==> config.mk <==
export PLATFORM = sky130hd
export DESIGN_NAME = rgt_gain_power
export DESIGN_NICKNAME = d
export VERILOG_FILES = /design/src/rtl/rgt_pkg.sv /design/src/rtl/rgt_tx_ramp.sv /design/src/rtl/rgt_gain_power.sv
export VERILOG_INCLUDE_DIRS = /design/src /design/src/rtl
export SDC_FILE = /design/constraint.sdc
export NUM_CORES = 1
export LEC_CHECK = 0
export BUFFER_PORTS_ARGS = -buffer_cell sky130_fd_sc_hd__clkbuf_2
export CAP_MARGIN = 20
export CORE_MARGIN = 2
export CORE_UTILIZATION = 58
export DETAILED_ROUTE_END_ITERATION = 7
export PLACE_DENSITY = 0.81
export SETUP_SLACK_MARGIN = 0.3
export SYNTH_ARGS = -nofsm -noshare
export SYNTH_HDL_FRONTEND = slang
export SYNTH_SLANG_ARGS = --single-unit
==> constraint.sdc <==
create_clock -name mclk -period 7.8 [get_ports mclk]
set_clock_uncertainty 0.2 [all_clocks]
set_input_delay 0.78 -clock mclk [delete_from_list [all_inputs] [get_ports mclk]]
set_output_delay 0.78 -clock mclk [all_outputs]
set_load 0.1 [all_outputs]
==> src/rtl/rgt_consts.svh <==
// Register offsets, field positions, reset values and timing counts for the gain and power block
`ifndef RGT_CONSTS_SVH
`define RGT_CONSTS_SVH

// Register addresses on the serial register port
`define RGT_ADDR_STATE 6'h02
`define RGT_ADDR_TX_POWER_LEVEL 6'h05
`define RGT_ADDR_TX_TIME 6'h3b
`define RGT_ADDR_GAIN_TEST 6'h3c

// Field positions
`define RGT_TXP_LSB 0
`define RGT_TXP_MSB 3
`define RGT_GT_GAIN_LSB 0
`define RGT_GT_GAIN_MSB 1
`define RGT_GT_FREEZE 2
`define RGT_GT_AUTO_OFF 3
`define RGT_GT_LOOP_RST 4
`define RGT_GT_FREEZE_SEL 5
`define RGT_CMD_MSB 4

// Reset values
`define RGT_TX_POWER_LEVEL_RST 4'h0
`define RGT_GAIN_TEST_RST 6'h00
`define RGT_GAIN_MAX 2'h0
`define RGT_GAIN_RESERVED 2'h3

// State commands
`define RGT_CMD_TX_START 5'h02
`define RGT_CMD_TRX_OFF 5'h08
`define RGT_CMD_PLL_ON 5'h09
`define RGT_CMD_ARET_ON 5'h19

// Timing at a 4 ns clock
`define RGT_CLK_PERIOD_NS 4
`define RGT_MOD_DELAY_NS 16000
`define RGT_PA_DELAY_NS 2000
`define RGT_MOD_CYC ((`RGT_MOD_DELAY_NS + `RGT_CLK_PERIOD_NS - 1) / `RGT_CLK_PERIOD_NS)
`define RGT_PA_CYC ((`RGT_PA_DELAY_NS + `RGT_CLK_PERIOD_NS - 1) / `RGT_CLK_PERIOD_NS)
`define RGT_CLOCK_OUTPUT_PIN_PERIOD_NS 1000
`define RGT_CLOCK_OUTPUT_PIN_CYC (`RGT_CLOCK_OUTPUT_PIN_PERIOD_NS / `RGT_CLK_PERIOD_NS)
`define RGT_ALIGN_STEPS 16

`endif

==> src/rtl/rgt_pkg.sv <==
// Types shared by the gain and transmit power block
`default_nettype none
package rgt_pkg;
  typedef enum logic [2:0] {
    RGT_ST_OFF = 3'b000,
    RGT_ST_PLL = 3'b001,
    RGT_ST_ARET = 3'b010,
    RGT_ST_BUSY = 3'b011,
    RGT_ST_BUSY_ARET = 3'b100
  } rgt_state_type;
endpackage : rgt_pkg
`default_nettype wire

==> src/rtl/rgt_tx_ramp.sv <==
// Transmit start sequencer: amplifier buffer, amplifier, then modulation
`include "rgt_consts.svh"
`default_nettype none
module rgt_tx_ramp
  import rgt_pkg::*;
(
  // Clock and reset
  input wire logic mclk,
  input wire logic rst_b,
  // Control
  input wire logic start,
  input wire logic stop,
  // Front-end enables
  output logic pa_buf_en_q,
  output logic pa_en_q,
  output logic modulate_q
);

  localparam logic [11:0] MOD_LAST = 12'(`RGT_MOD_CYC - 1);
  localparam logic [11:0] PA_LAST = 12'(`RGT_PA_CYC - 1);

  logic [11:0] cnt_q;
  logic [11:0] cnt_d;
  logic run_q;
  logic run_d;
  logic pa_buf_en_d;
  logic pa_en_d;
  logic modulate_d;

  always_comb begin
    cnt_d = cnt_q;
    run_d = run_q;
    pa_buf_en_d = pa_buf_en_q;
    pa_en_d = pa_en_q;
    modulate_d = modulate_q;
    if (stop) begin
      run_d = 1'b0;
      cnt_d = 12'h000;
      pa_buf_en_d = 1'b0;
      pa_en_d = 1'b0;
      modulate_d = 1'b0;
    end else if (start && !run_q) begin
      // Buffer first, amplifier later, to keep the spectrum clean
      run_d = 1'b1;
      cnt_d = 12'h000;
      pa_buf_en_d = 1'b1;
    end else if (run_q && !modulate_q) begin
      cnt_d = cnt_q + 12'h001;
      if (cnt_q == PA_LAST) begin
        pa_en_d = 1'b1;
      end
      // Start pulse arrives one cycle after the pin edge
      if (cnt_q == MOD_LAST - 12'h001) begin
        modulate_d = 1'b1;
      end
    end
  end

  always_ff @(posedge mclk or negedge rst_b) begin
    if (!rst_b) begin
      cnt_q <= 12'h000;
      run_q <= 1'b0;
      pa_buf_en_q <= 1'b0;
      pa_en_q <= 1'b0;
      modulate_q <= 1'b0;
    end else begin
      cnt_q <= cnt_d;
      run_q <= run_d;
      pa_buf_en_q <= pa_buf_en_d;
      pa_en_q <= pa_en_d;
      modulate_q <= modulate_d;
    end
  end

endmodule : rgt_tx_ramp
`default_nettype wire

==> src/rtl/rgt_gain_power.sv <==
// Receiver gain control, transmit power, transmit start and timing readback
//
// Summary of operation
// - Auto-gain-disable set stops automatic gain regulation and applies manual gain.
// - Gain-loop-freeze 0 lets the gain loop run; 1 freezes it.
// - Manual gain field reaches the receive path only while auto gain is off.
// - Manual gain codes: 0 maximum, 1 medium, 2 minimum, 3 reserved.
// - Transmit starts from PLL idle or retry-ready on pin rise or start command.
// - Transmit trigger in PLL idle moves the device to busy transmit.
// - Modulation begins 16 us after the trigger pin rising edge.
// - Amplifier buffer is enabled before the amplifier, never together.
// - Four-bit power code picks sixteen levels, 0 highest, 15 lowest.
// - A state command write restores the programmed transmit power unless a frame ends in the same cycle.
// - With reduced-power control in extended mode, power reads return last used.
// - Reduced-power value shows only after one frame was sent.
// - In time measure mode with phase measure mode off, timing register gives 4-bit alignment, upper bits zero.
// - In phase measure mode timing register gives the 8-bit phase value.
// - Gain test fields always read/write; act only with phase enable set.
// - Freeze select 1 takes the freeze bit; 0 means normal operation.
// - Alignment counts trigger-to-clock-output offset in sixteenths of a microsecond.
`include "rgt_consts.svh"
`default_nettype none
module rgt_gain_power
  import rgt_pkg::*;
(
  // Clock and reset
  input wire logic mclk,
  input wire logic rst_b,
  // Register port
  input wire logic [5:0] reg_addr,
  input wire logic [7:0] reg_wdata,
  input wire logic reg_wr,
  input wire logic reg_rd,
  output logic [7:0] reg_rdata_q,
  // Mode inputs
  input wire logic phase_measure_enable,
  input wire logic time_measure_mode,
  input wire logic phase_measure_mode,
  input wire logic ext_mode,
  input wire logic reduced_power_tx_enable,
  // Measurement and controller inputs
  input wire logic [7:0] phase_value,
  input wire logic [3:0] rpc_power_level,
  input wire logic [1:0] auto_gain_target,
  // Transmit control
  input wire logic sleep_tx_trigger_pin,
  input wire logic tx_frame_done,
  // Receive path
  output logic [1:0] rx_gain_q,
  output logic gain_loop_frozen_q,
  output logic auto_gain_off_q,
  // Transmit path
  output logic [3:0] tx_power_level_q,
  output logic pa_buf_en_q,
  output logic pa_en_q,
  output logic modulate_q,
  output logic [2:0] state_control_reg_q,
  output logic clock_output_pin_q
);

  // Register write and read decode
  function automatic logic hit(input logic [5:0] addr, input logic [5:0] target);
    hit = (addr == target);
  endfunction : hit

  logic wr_pwr;
  logic wr_test;
  logic wr_state;
  assign wr_pwr = reg_wr && hit(reg_addr, `RGT_ADDR_TX_POWER_LEVEL);
  assign wr_test = reg_wr && hit(reg_addr, `RGT_ADDR_GAIN_TEST);
  assign wr_state = reg_wr && hit(reg_addr, `RGT_ADDR_STATE);

  // Software-held fields
  logic [3:0] tx_power_level_prog_q;
  logic [3:0] tx_power_level_prog_d;
  logic [5:0] gain_test_q;
  logic [5:0] gain_test_d;

  always_comb begin
    tx_power_level_prog_d = tx_power_level_prog_q;
    gain_test_d = gain_test_q;
    if (wr_pwr) begin
      tx_power_level_prog_d = reg_wdata[`RGT_TXP_MSB:`RGT_TXP_LSB];
    end
    if (wr_test) begin
      gain_test_d = reg_wdata[5:0];
    end
  end

  always_ff @(posedge mclk or negedge rst_b) begin
    if (!rst_b) begin
      tx_power_level_prog_q <= `RGT_TX_POWER_LEVEL_RST;
      gain_test_q <= `RGT_GAIN_TEST_RST;
    end else begin
      tx_power_level_prog_q <= tx_power_level_prog_d;
      gain_test_q <= gain_test_d;
    end
  end

  // Gain test fields act only with phase measurement enabled
  logic [5:0] gt_eff;
  assign gt_eff = phase_measure_enable ? gain_test_q : `RGT_GAIN_TEST_RST;

  logic auto_off;
  logic freeze;
  logic loop_rst;
  logic [1:0] manual_rx_gain;
  assign auto_off = gt_eff[`RGT_GT_AUTO_OFF];
  assign manual_rx_gain = gt_eff[`RGT_GT_GAIN_MSB:`RGT_GT_GAIN_LSB];
  assign loop_rst = gt_eff[`RGT_GT_LOOP_RST];
  // Freeze bit only counts when the select bit hands the loop to software
  assign freeze = gt_eff[`RGT_GT_FREEZE_SEL] && gt_eff[`RGT_GT_FREEZE];

  // Gain loop and receive gain output
  logic [1:0] gain_loop_q;
  logic [1:0] gain_loop_d;
  logic [1:0] rx_gain_d;
  logic gain_loop_frozen_d;
  logic auto_gain_off_d;

  always_comb begin
    gain_loop_d = gain_loop_q;
    if (loop_rst) begin
      gain_loop_d = `RGT_GAIN_MAX;
    end else if (!auto_off && !freeze) begin
      gain_loop_d = auto_gain_target;
    end
    rx_gain_d = gain_loop_q;
    if (auto_off) begin
      // Reserved code keeps the last applied gain rather than guessing a level
      if (manual_rx_gain != `RGT_GAIN_RESERVED) begin
        rx_gain_d = manual_rx_gain;
      end else begin
        rx_gain_d = rx_gain_q;
      end
    end
    gain_loop_frozen_d = freeze;
    auto_gain_off_d = auto_off;
  end

  always_ff @(posedge mclk or negedge rst_b) begin
    if (!rst_b) begin
      gain_loop_q <= `RGT_GAIN_MAX;
      rx_gain_q <= `RGT_GAIN_MAX;
      gain_loop_frozen_q <= 1'b0;
      auto_gain_off_q <= 1'b0;
    end else begin
      gain_loop_q <= gain_loop_d;
      rx_gain_q <= rx_gain_d;
      gain_loop_frozen_q <= gain_loop_frozen_d;
      auto_gain_off_q <= auto_gain_off_d;
    end
  end

  // Trigger pin edge and state commands
  logic trig_q;
  logic trig_rise;
  logic [4:0] cmd;
  logic cmd_start;
  assign trig_rise = sleep_tx_trigger_pin && !trig_q;
  assign cmd = reg_wdata[`RGT_CMD_MSB:0];
  assign cmd_start = wr_state && (cmd == `RGT_CMD_TX_START);

  rgt_state_type state_q;
  rgt_state_type state_d;
  logic start_tx;

  always_comb begin
    state_d = state_q;
    start_tx = 1'b0;
    case (state_q)
      RGT_ST_PLL: begin
        if (trig_rise || cmd_start) begin
          state_d = RGT_ST_BUSY;
          start_tx = 1'b1;
        end else if (wr_state && cmd == `RGT_CMD_ARET_ON) begin
          state_d = RGT_ST_ARET;
        end else if (wr_state && cmd == `RGT_CMD_TRX_OFF) begin
          state_d = RGT_ST_OFF;
        end
      end
      RGT_ST_ARET: begin
        if (trig_rise || cmd_start) begin
          state_d = RGT_ST_BUSY_ARET;
          start_tx = 1'b1;
        end else if (wr_state && cmd == `RGT_CMD_PLL_ON) begin
          state_d = RGT_ST_PLL;
        end else if (wr_state && cmd == `RGT_CMD_TRX_OFF) begin
          state_d = RGT_ST_OFF;
        end
      end
      RGT_ST_BUSY: begin
        if (tx_frame_done) begin
          state_d = RGT_ST_PLL;
        end
      end
      RGT_ST_BUSY_ARET: begin
        if (tx_frame_done) begin
          state_d = RGT_ST_ARET;
        end
      end
      default: begin
        if (wr_state && cmd == `RGT_CMD_PLL_ON) begin
          state_d = RGT_ST_PLL;
        end else if (wr_state && cmd == `RGT_CMD_ARET_ON) begin
          state_d = RGT_ST_ARET;
        end
      end
    endcase
  end

  always_ff @(posedge mclk or negedge rst_b) begin
    if (!rst_b) begin
      trig_q <= 1'b0;
      state_q <= RGT_ST_OFF;
      state_control_reg_q <= RGT_ST_OFF;
    end else begin
      trig_q <= sleep_tx_trigger_pin;
      state_q <= state_d;
      state_control_reg_q <= state_d;
    end
  end

  rgt_tx_ramp u_ramp (
    .mclk(mclk),
    .rst_b(rst_b),
    .start(start_tx),
    .stop(tx_frame_done),
    .pa_buf_en_q(pa_buf_en_q),
    .pa_en_q(pa_en_q),
    .modulate_q(modulate_q)
  );

  // Power used for the last frame under reduced-power control
  logic [3:0] tx_power_level_used_q;
  logic [3:0] tx_power_level_used_d;
  logic rpc_sent_q;
  logic rpc_sent_d;
  logic rpc_on;
  logic [3:0] tx_power_level_eff;
  logic [3:0] tx_power_level_d;
  assign rpc_on = ext_mode && reduced_power_tx_enable;
  assign tx_power_level_eff = (rpc_on && rpc_sent_q) ? tx_power_level_used_q : tx_power_level_prog_q;

  always_comb begin
    tx_power_level_used_d = tx_power_level_used_q;
    rpc_sent_d = rpc_sent_q;
    // A frame end in the same cycle as a command still records its power
    if (wr_state) begin
      rpc_sent_d = 1'b0;
    end
    if (tx_frame_done && rpc_on) begin
      tx_power_level_used_d = rpc_power_level;
      rpc_sent_d = 1'b1;
    end
    tx_power_level_d = tx_power_level_eff;
  end

  always_ff @(posedge mclk or negedge rst_b) begin
    if (!rst_b) begin
      tx_power_level_used_q <= `RGT_TX_POWER_LEVEL_RST;
      rpc_sent_q <= 1'b0;
      tx_power_level_q <= `RGT_TX_POWER_LEVEL_RST;
    end else begin
      tx_power_level_used_q <= tx_power_level_used_d;
      rpc_sent_q <= rpc_sent_d;
      tx_power_level_q <= tx_power_level_d;
    end
  end

  // 1 MHz clock output and trigger alignment capture
  localparam logic [7:0] CLOCK_OUTPUT_PIN_LAST = 8'(`RGT_CLOCK_OUTPUT_PIN_CYC - 1);
  localparam logic [7:0] CLOCK_OUTPUT_PIN_HALF = 8'(`RGT_CLOCK_OUTPUT_PIN_CYC / 2);
  localparam logic [11:0] CLOCK_OUTPUT_PIN_CYC12 = 12'(`RGT_CLOCK_OUTPUT_PIN_CYC);
  localparam logic [11:0] STEPS12 = 12'(`RGT_ALIGN_STEPS);

  logic [7:0] clock_output_pin_cnt_q;
  logic [7:0] clock_output_pin_cnt_d;
  logic clock_output_pin_d;
  logic [3:0] align_q;
  logic [3:0] align_d;
  logic [11:0] align_full;
  // Edge is seen one cycle late, so the phase one cycle back is the true one
  logic [7:0] edge_phase;
  assign edge_phase = (clock_output_pin_cnt_q == 8'h00) ? CLOCK_OUTPUT_PIN_LAST : clock_output_pin_cnt_q - 8'h01;
  assign align_full = ({4'h0, edge_phase} * STEPS12) / CLOCK_OUTPUT_PIN_CYC12;

  always_comb begin
    clock_output_pin_cnt_d = (clock_output_pin_cnt_q == CLOCK_OUTPUT_PIN_LAST) ? 8'h00 : clock_output_pin_cnt_q + 8'h01;
    clock_output_pin_d = (clock_output_pin_cnt_d < CLOCK_OUTPUT_PIN_HALF);
    align_d = align_q;
    if (trig_rise) begin
      align_d = align_full[3:0];
    end
  end

  always_ff @(posedge mclk or negedge rst_b) begin
    if (!rst_b) begin
      clock_output_pin_cnt_q <= 8'h00;
      clock_output_pin_q <= 1'b0;
      align_q <= 4'h0;
    end else begin
      clock_output_pin_cnt_q <= clock_output_pin_cnt_d;
      clock_output_pin_q <= clock_output_pin_d;
      align_q <= align_d;
    end
  end

  // Read data
  logic [7:0] rdata_d;

  always_comb begin
    rdata_d = reg_rdata_q;
    if (reg_rd) begin
      if (hit(reg_addr, `RGT_ADDR_TX_POWER_LEVEL)) begin
        rdata_d = {4'h0, tx_power_level_eff};
      end else if (hit(reg_addr, `RGT_ADDR_TX_TIME)) begin
        if (phase_measure_mode) begin
          rdata_d = phase_value;
        end else if (time_measure_mode) begin
          rdata_d = {4'h0, align_q};
        end else begin
          rdata_d = 8'h00;
        end
      end else if (hit(reg_addr, `RGT_ADDR_GAIN_TEST)) begin
        rdata_d = {2'b00, gain_test_q};
      end else begin
        rdata_d = 8'h00;
      end
    end
  end

  always_ff @(posedge mclk or negedge rst_b) begin
    if (!rst_b) begin
      reg_rdata_q <= 8'h00;
    end else begin
      reg_rdata_q <= rdata_d;
    end
  end

endmodule : rgt_gain_power
`default_nettype wire

Word level (Yosys, flattened, before mapping) --
Cells that the tools add are included.
Word-level totals: bits in registers 65, input port bits 39, output and inout bits 23, word-level logic and storage cells 118
Cells by class: add/sub/neg operators 3, div/mod/pow operators 1, $lt $le $gt $ge 1, equality and inequality tests 20, multiplexer cells 40, reduce and logical (&&, ||, !) cells 34
Operators by type and width (count):
- $mux W8 | 5
- $mux W12 | 3
- $mux W3 | 9
- $logic_and A1 B1 Y1 | 15
- $mux W1 | 14
- $add A12 B1 Y12 const B | 1
- $div A12 B8 Y12 const B | 1
- $eq A12 B12 Y1 const B | 1
- $eq A12 B9 Y1 const B | 1
- $eq A6 B6 Y1 const B | 2
- $mux W6 | 2
- $pmux W3 S4 | 1
- $reduce_bool A2 Y1 | 6
- $eq A5 B4 Y1 const B | 2
- $reduce_and A3 Y1 | 3
- $add A8 B1 Y8 const B | 1
- $eq A8 B8 Y1 const B | 1
- $logic_not A8 Y1 | 1
- $lt A8 B7 Y1 const B | 1
- $mux W2 | 4
- $mux W4 | 2
- $ne A2 B2 Y1 const B | 4
- $sub A8 B1 Y8 const B | 1
- $eq A3 B2 Y1 const B | 2
- 12 further kinds | 16

Longest topological paths before layout --
Gate-level depths: netlist of run 1.
depth in word-level cells 9, depth in mapped cells 31, gate-level depth less buffers 30

By module --
From an unflattened synthesis of run 1, not the netlist that was laid out.
Unflattened totals: cells, all modules 484, area, all modules 4494.3 sq um
Modules (own cells, without submodules):
- rgt_gain_power | instances 1, cells an instance 401, area an instance 3666.0 sq um, seq. area each 1251.2 sq um
- rgt_tx_ramp | instances 1, cells an instance 83, area an instance 828.3 sq um, seq. area each 375.4 sq um

Worst setup path after synthesis of run 1 --
OpenSTA, ideal clock, no wires.
kind register to register, start reg clock_output_pin_cnt_q[0], end reg align_q[0], library setup time 0.072 ns, arrival 5.570 ns, data required time 7.528 ns, setup slack 1.958 ns, cell stages (with the launch flop) 29, buffers on the path 1, clock period less this slack 5.842 ns, cell sequence dfrtp_1 buf_2 inv_1 ha_1 or3b_2 a211o_1 and3_4 nor3_4 xnor2_1 inv_1 ha_1 nand4_1 o211ai_2 nand2_1 xnor2_1 ha_1 inv_1 a311o_1 a21oi_1 o31ai_1 nand2_1 ha_1 nand2b_1 and2_1 o21ai_0 nand2_1 o31ai_1 o32ai_1 nor2_1
On the way: longest elaborated chain between the ends 3
Ends and longest elaborated chain:
- start: declaration | line rgt_gain_power.sv:277 | logic [7:0] clock_output_pin_cnt_q;
- start signal: assignment | line rgt_gain_power.sv:303 | clock_output_pin_cnt_q <= clock_output_pin_cnt_d;
- $sub A8 B1 Y8 or $logic_not A8 Y1 (tied branches) | line rgt_gain_power.sv:285 | assign edge_phase = (clock_output_pin_cnt_q == 8'h00) ? CLOCK_OUTPUT_PIN_LAST : clock_output_pin_cnt_q - 8'h01 ...
- $mux W8 (*) | line rgt_gain_power.sv:285
- $div A12 B8 Y12 (*) | line rgt_gain_power.sv:286 | assign align_full = ({4'h0, edge_phase} * STEPS12) / CLOCK_OUTPUT_PIN_CYC12;
- end signal: assignment | line rgt_gain_power.sv:305 | align_q <= align_d;
- end: declaration | line rgt_gain_power.sv:280 | logic [3:0] align_q;
Mark *: on every way between the ends. The rest lies on a longest branch, timed or not. A chain may end at the register's enable or synchronous reset.

Worst setup path after layout of run 1 --
Same ends and word-level chain as after synthesis.

==> impl_metrics.toml, run 1 <==
[critical_path]
rrSetupSlack_ns = 1.12
start_kind = "flop"
crit_slowest_cell = "dfrtp_1"
cp_data_arrival_time_ns = 6.75
crit_path_end_kind = "flop"
crit_path_frequent_cell = "ha_1"
crit_type = "flop to flop"
cp.required_ns = 7.87
max_stage_delay_ns = 0.49
rr_worst_depth = 27
crit_path_max_fanout = 11

[synthesis]
synth_cell_type_count = 78
async_flop_share_pct = 100
postSynthAreaPerCell_um2 = 9.13
synth_edf_count = 0
synth_fp_nets = 521
ys_seq_area_share_pct = 37.9
yosysWarnings = 0
syn_area_mm2 = 0.00429
synth_ff_type = "dfrtp_1"
synthCells = 470
ys_ff_latch = 65

[sta]
setup_violations = 0
fin_setup_tns_ns = 0
tightest_slew_ns = 0.885
worst_slack_ns = 1.12
slew_headroom_pct = 40.5
final-max-slew-violation-count = 0
rsz0062_at_grt = "false"
final.min_clock_period_ns = 6.68
finalCritPeriodShare_pct = 85.7
hold_viol = 0
maxClockFrequency_mhz = 150

[clock_network]
cts_hold_buf = 0
htree_num_levels = 3
clk_latency_ns = 0.34
cts_num_sinks = 65
cts_tree = "done"
cts_buffers = 9
cts-root-buf = "clkbuf_8"
cts.clk_slew.worst_paths_ns = 0.07
cts.path.max_buffers = 2

[layout]
fin_nets = 581
area_delta_synth_final_pct = 14.8
final_area_mm2 = 0.00493
multi_input_area_mm2 = 0.00253
nFillCells = 565
regArea_mm2 = 0.00163
drive_gt1_share_pct = 22.1
n_antenna_cell = 0
post-route-util_pct = 68.3

[place]
port_buffers = 59
place_ws_ns = 1.14
dp_hpwl_mm = 7.42
dpl-instance-area_mm2 = 0.00466
gp_congestion = 0.884

[global_routing]
grt_pass1_vias = 3609
grt_start_max_net_pins = 66
grt_overflow = 0
antenna_found_initial = 0
grtUsageTotal_pct = 25.7
grt_pass1_wl_mm = 17.2

[drt]
wl_per_cell_um = 16.1
vias = 3867
vias_per_cell = 6.10
postRouteAntennaNets = 0
first_pass_iters = 7
drtIter0Drc = 222
route.detailed.drc = 0
drt_wl_total_mm = 10.2

[floorplan]
core-area_mm2 = 0.00721
die-height_um = 90.0
num_rows = 31
start_util_pct = 59.5
die_w_um = 90.0
ios = 62
dieArea_mm2 = 0.00811

[min_path]
holdPathStages = 2
hold_class = "flop to flop"

[run]
cap_violations = 0

[pwr]
p_per_area_mw_per_mm2 = 203
ir_worst_vdd_v = 0.000101
p_leak_nw = 2.19

[run_status]
status = "finished clean"
[report_power, final]
| group | leakage [nW] | switching, W | internal (W) | total [W] |
|---|---|---|---|---|
| Combinational | 1.23 | 0.000170 | 0.0000555 | 0.000226 |
| Sequential | 0.831 | 0.0000296 | 0.000366 | 0.000396 |
| Clock | 0.133 | 0.000132 | 0.000245 | 0.000377 |
[through the flow]
stage / total power, W / hold slack, ns / instances
3_3_place_gp: 0.000618 / 0.260 / 617
5_1_grt: 0.00104 / 0.302 / 634
3_5_place_dp: 0.000625 / 0.269 / 617
6_report: 0.000999 / 0.285 / 634
4_1_cts: 0.00101 / 0.286 / 633
2_1_floorplan: 0.000569 / 0.248 / 470
[registers in the layout, indices dropped and copies added (netlist names), 2 cells and up]
| signal | flops |
|---|---|
| state_q | 3 |
| gain_test_q | 6 |
| reg_rdata_q | 8 |
| gain_loop_q | 2 |
| tx_power_level_q | 4 |
| align_q | 4 |
| u_ramp.cnt_q | 12 |
| rx_gain_q | 2 |
| tx_power_level_prog_q | 4 |
| tx_power_level_used_q | 4 |
| clock_output_pin_cnt_q | 8 |
[worst max-delay path: cells and delay by family (launching register included)]
family	cells	cell delay, ns
AOI/OAI and AO/OA	8	2.04
xor gates and xnor gates	2	0.43
buffers and inverters	3	0.46
adders and majority gates	4	1.05
DFF	1	0.49
and+or+nand+nor	10	1.93
[cell usage after synthesis, types with 12 or more instances]
master   number  share of area [%]
dfrtp_1      65                 38
nand2_1      50                4.4
nor2_1       49                4.3
a21oi_1      24                2.8
inv_1        19                1.7
mux2_2       19                5.0
o21ai_0      19                2.2
nand3_1      17                2.0
nand4_1      15                2.2
xor2_1       13                2.7
ha_1         12                3.5
xnor2_1      12                2.4
[what timing repair did]
| item | in CTS | in global routing |
|---|---|---|
| endpoints found under the setup margin | 0 | 1 |
| gates resized for setup | 0 | 1 |
| endpoints found under the hold margin | 0 | 0 |
| buffers inserted | 0 | 0 |
[placed cells by master, fill, tap and decap left out, types with 13 or more instances in the layout]
cell type and n:
o21ai_0 19, inv_1 19, nand3_1 17, clkbuf_2 59, mux2_2 19, dfrtp_1 65, nor2_1 49, a21oi_1 24
xor2_1 13, nand4_1 15, nand2_1 49
[metal layers]
metal / track usage, % / part of all wire, % / up-vias
met3: 4.78 / 4.7 / 17
met5: 0 / 0 / -
met4: 8.08 / 1.3 / 0
met1: 35.2 / 45 / 1856
li1: - / - / 1869
met2: 41.5 / 49 / 125
[layout make-up]
cell class	instances	share of cell area (%)
clock inverter	7	2.89
sequential	65	33.0
tap	99	2.51
inverter	19	1.45
clock buffer	9	2.51
timing repair buffer	62	6.40
multi-input combinational	373	51.2
[final timing paths]
path | start | endpoint
min in group asynchronous | rst_b | u_ramp.cnt_q[5]$_DFFE_PN0P_
worst max register to register | clock_output_pin_cnt_q[0]$_DFF_PN0_ | align_q[0]$_DFFE_PN0P_
worst max-delay path | clock_output_pin_cnt_q[0]$_DFF_PN0_ | align_q[0]$_DFFE_PN0P_
worst min register to register | rpc_sent_q$_DFFE_PN0P_ | rpc_sent_q$_DFFE_PN0P_
max in group asynchronous | rst_b | reg_rdata_q[4]$_DFFE_PN0P_
worst min-delay path | rpc_sent_q$_DFFE_PN0P_ | rpc_sent_q$_DFFE_PN0P_
[logic make-up (layout without fill, tap and decap cells)]
logic type | Yosys count | in the layout | synth area share (%)
mux | 23 | 23 | 5.92
xor+xnor | 27 | 27 | 6.12
simple gates | 195 | 195 | 23.9
flops | 65 | 65 | 37.9
buf+inv | 32 | 97 | 3.32
compound gates | 116 | 116 | 19.4
fa+ha+maj | 12 | 12 | 3.50
Power figures use the tool's default switching activity.
==> run 2, diff against run 1 <==
--- a/config.mk
+++ b/config.mk
@@ -11,8 +11,9 @@
 export CORE_MARGIN = 2
 export CORE_UTILIZATION = 58
 export DETAILED_ROUTE_END_ITERATION = 7
-export PLACE_DENSITY = 0.81
+export PLACE_DENSITY = 0.8
 export SETUP_SLACK_MARGIN = 0.3
 export SYNTH_ARGS = -nofsm -noshare
 export SYNTH_HDL_FRONTEND = slang
+export SYNTH_HIERARCHICAL = 1
 export SYNTH_SLANG_ARGS = --single-unit
==> impl_metrics.toml, run 2 <==
[sta]
maxClockFrequency_mhz = 148
slew_headroom_pct = 32.7
finalCritPeriodShare_pct = 86.6
setup_violations = 0
final-max-slew-violation-count = 0
rsz0062_at_grt = "false"
tightest_slew_ns = 0.995
hold_viol = 0
final.min_clock_period_ns = 6.75
fin_setup_tns_ns = 0

[layout]
area_delta_synth_final_pct = 12.8
layout_commonest_cell = "dfrtp_1"
drive_gt1_share_pct = 23.9
regArea_mm2 = 0.00163
n_antenna_cell = 0
nFillCells = 589
fin_cells = 645
fin_nets = 589
multi_input_area_mm2 = 0.00269
reg_top3 = "u_ramp/cnt_q x12, clock_output_pin_cnt_q x8, reg_rdata_q x8"
top_register = "u_ramp/cnt_q"
mostFrequentLayoutCells = "dfrtp_1 (65), clkbuf_2 (58), nor2_1 (43), nand2_1 (42), a21oi_1 (32)"
largest_reg_flops = 12

[clock_network]
cts_num_sinks = 65
clk_latency_ns = 0.34
cts_tree = "done"
post_cts_buffers = 0
cts_hold_buf = 0
cts.repair.resized = 0
cts.clk_slew.worst_paths_ns = 0.08
cts.path.max_buffers = 2
htree_num_levels = 3
cts-root-buf = "clkbuf_8"
cts_buffers = 9

[drt]
vias_per_cell = 6.26
first_pass_iters = 4
drt_wl_total_mm = 10.3
route.detailed.drc = 0
drtIter0Drc = 171
wl_per_cell_um = 16.0
vias = 4035
postRouteAntennaNets = 0

[synthesis]
syn_area_mm2 = 0.00449
synth_area_leader_cell = "dfrtp_1"
postSynthAreaPerCell_um2 = 9.29
ys_top_cells_by_count = "dfrtp_1 (65), nor2_1 (43), nand2_1 (42)"
ys_ff_latch = 65
yosysWarnings = 6
synth_cell_type_count = 90
yosysMostFrequentCell = "dfrtp_1"
ys_seq_area_share_pct = 36.2
synth_ff_type = "dfrtp_1"
async_flop_share_pct = 100
synthCells = 484
yosys.area.top_type_share_pct = 36.2
synth_edf_count = 0
synth.area.top_cells = "dfrtp_1 (36%), mux2_2 (4.5%), nor2_1 (3.6%)"
synth_fp_nets = 535

[critical_path]
start_kind = "flop"
critical_path_buf_inv_count = 2
max_stage_delay_ns = 0.56
crit_start = "clock_output_pin_cnt_q[0]$_DFF_PN0_"
crit_path_max_fanout = 13
r2r-start = "clock_output_pin_cnt_q[0]$_DFF_PN0_"
crit_path_end_kind = "flop"
cp_data_arrival_time_ns = 6.82
crit_type = "flop to flop"
cpLargestDelayFamily = "simple AND/OR/NAND/NOR gates"
crit_path_frequent_cell = "ha_1"
cp.required_ns = 7.87
cp_cell_sequence = "inv_1 -> ha_1 -> nor4b_1 -> o21ai_0 -> a21boi_1 -> or4_4 -> nor3_4 -> nor2_1 -> ha_1 -> nor2_1 -> nand4b_1 -> a32oi_2 -> mux2i_1 -> ha_1 -> inv_1 -> a21o_2 -> o41ai_4 -> ha_1 -> xor2_1 -> nand2_1 -> mux2_2 -> or4b_1 -> a31oi_1"
crit_slowest_cell = "or4_4"

[run_status]
status = "finished clean"

[place]
dp_hpwl_mm = 7.71
dp_cells = 629
port_buffers = 59
gp_congestion = 0.914

[pwr]
ir_worst_vdd_v = 0.000101
p_per_area_mw_per_mm2 = 196
p_leak_nw = 2.17

[run]
cap_violations = 0

[floorplan]
die_w_um = 92.0
start_util_pct = 59.1
ios = 62
die-height_um = 92.0
core-area_mm2 = 0.00761
num_rows = 32
dieArea_mm2 = 0.00847

[min_path]
hold_class = "flop to flop"
min_from = "tx_power_level_prog_q[1]$_DFFE_PN0P_"

[global_routing]
grt_pass1_vias = 3715
grtUsageTotal_pct = 25.0
grt_pass1_wl_mm = 17.2
grt_start_max_net_pins = 66
grt_overflow = 0
antenna_found_initial = 0
## run 2: changes by cell type after synthesis, moves of 6 or more
cell	change
xor2_1	-6
nand4_1	-11
a21oi_1	+8
nor2_1	-6
nand2_1	-8
## run 2: routing by layer
layer	track usage (%)	routed length, um	vias to the layer above
met5	0	0	-
met1	32.6	4370	1963
met3	3.62	498	23
met4	9.33	226	0
li1	-	-	1917
met2	42.4	5200	132
## run 2: cells by family after synthesis
kind of cell / after synthesis / share of synthesized area [%]
simple gates: 188 / 23.7
compound gates: 132 / 21.8
flops: 65 / 36.2
buf+inv: 42 / 3.87
mux: 29 / 7.43
xor+xnor: 16 / 3.70
fa+ha+maj: 12 / 3.34
## run 2: per-stage QoR
step | util [%] | hold WS (ns) | total power (W) | setup slack [ns] | cell area, um2
after floorplan | - | 0.244 | 0.000618 | 1.77 | 4490
after global placement | 63.7 | 0.257 | 0.000672 | 1.29 | 4850
after detailed placement | 63.7 | 0.274 | 0.000680 | 1.16 | 4850
after CTS | 66.6 | 0.292 | 0.000996 | 1.10 | 5070
after global routing | 66.6 | 0.341 | 0.00104 | 0.575 | 5070
final | 66.6 | 0.293 | 0.000992 | 1.05 | 5070
## run 2: path summary, 6_finish.rpt
kind,to,slack [ns],cells after the start
min,tx_power_level_prog_q[1]$_DFFE_PN0P_,0.29,2
min reg2reg,tx_power_level_prog_q[1]$_DFFE_PN0P_,0.29,2
max,align_q[0]$_DFFE_PN0P_,1.05,23
max in group asynchronous,reg_rdata_q[0]$_DFFE_PN0P_,6.45,2
min in group asynchronous,u_ramp/cnt_q[6]$_DFFE_PN0P_,0.40,2
max reg2reg,align_q[0]$_DFFE_PN0P_,1.05,23
## run 2: worst register-to-register path: stages, from the launching register on
cell      delay, ns
dfrtp_1        0.53
inv_1          0.15
ha_1           0.21
nor4b_1        0.50
o21ai_0        0.14
a21boi_1       0.22
or4_4          0.56
nor3_4         0.22
nor2_1         0.12
ha_1           0.25
nor2_1         0.18
nand4b_1       0.13
a32oi_2        0.51
mux2i_1        0.39
ha_1           0.22
inv_1          0.06
a21o_2         0.24
o41ai_4        0.38
ha_1           0.34
xor2_1         0.17
nand2_1        0.07
mux2_2         0.26
or4b_1         0.47
a31oi_1        0.17
## run 2: layout make-up
| cell class | instances | area share, % |
|---|---|---|
| timing repair buffer | 61 | 6.12 |
| multi-input combinational | 377 | 53.2 |
| inverter | 24 | 1.78 |
| clock buffer | 9 | 2.44 |
| clock inverter | 7 | 1.88 |
| sequential | 65 | 32.1 |
| tap | 102 | 2.52 |
## run 2: power by group
part	switching [W]	total [W]	internal, W
Clock	0.000136	0.000316	0.000180
Combinational	0.000192	0.000263	0.0000706
Sequential	0.0000437	0.000413	0.000369
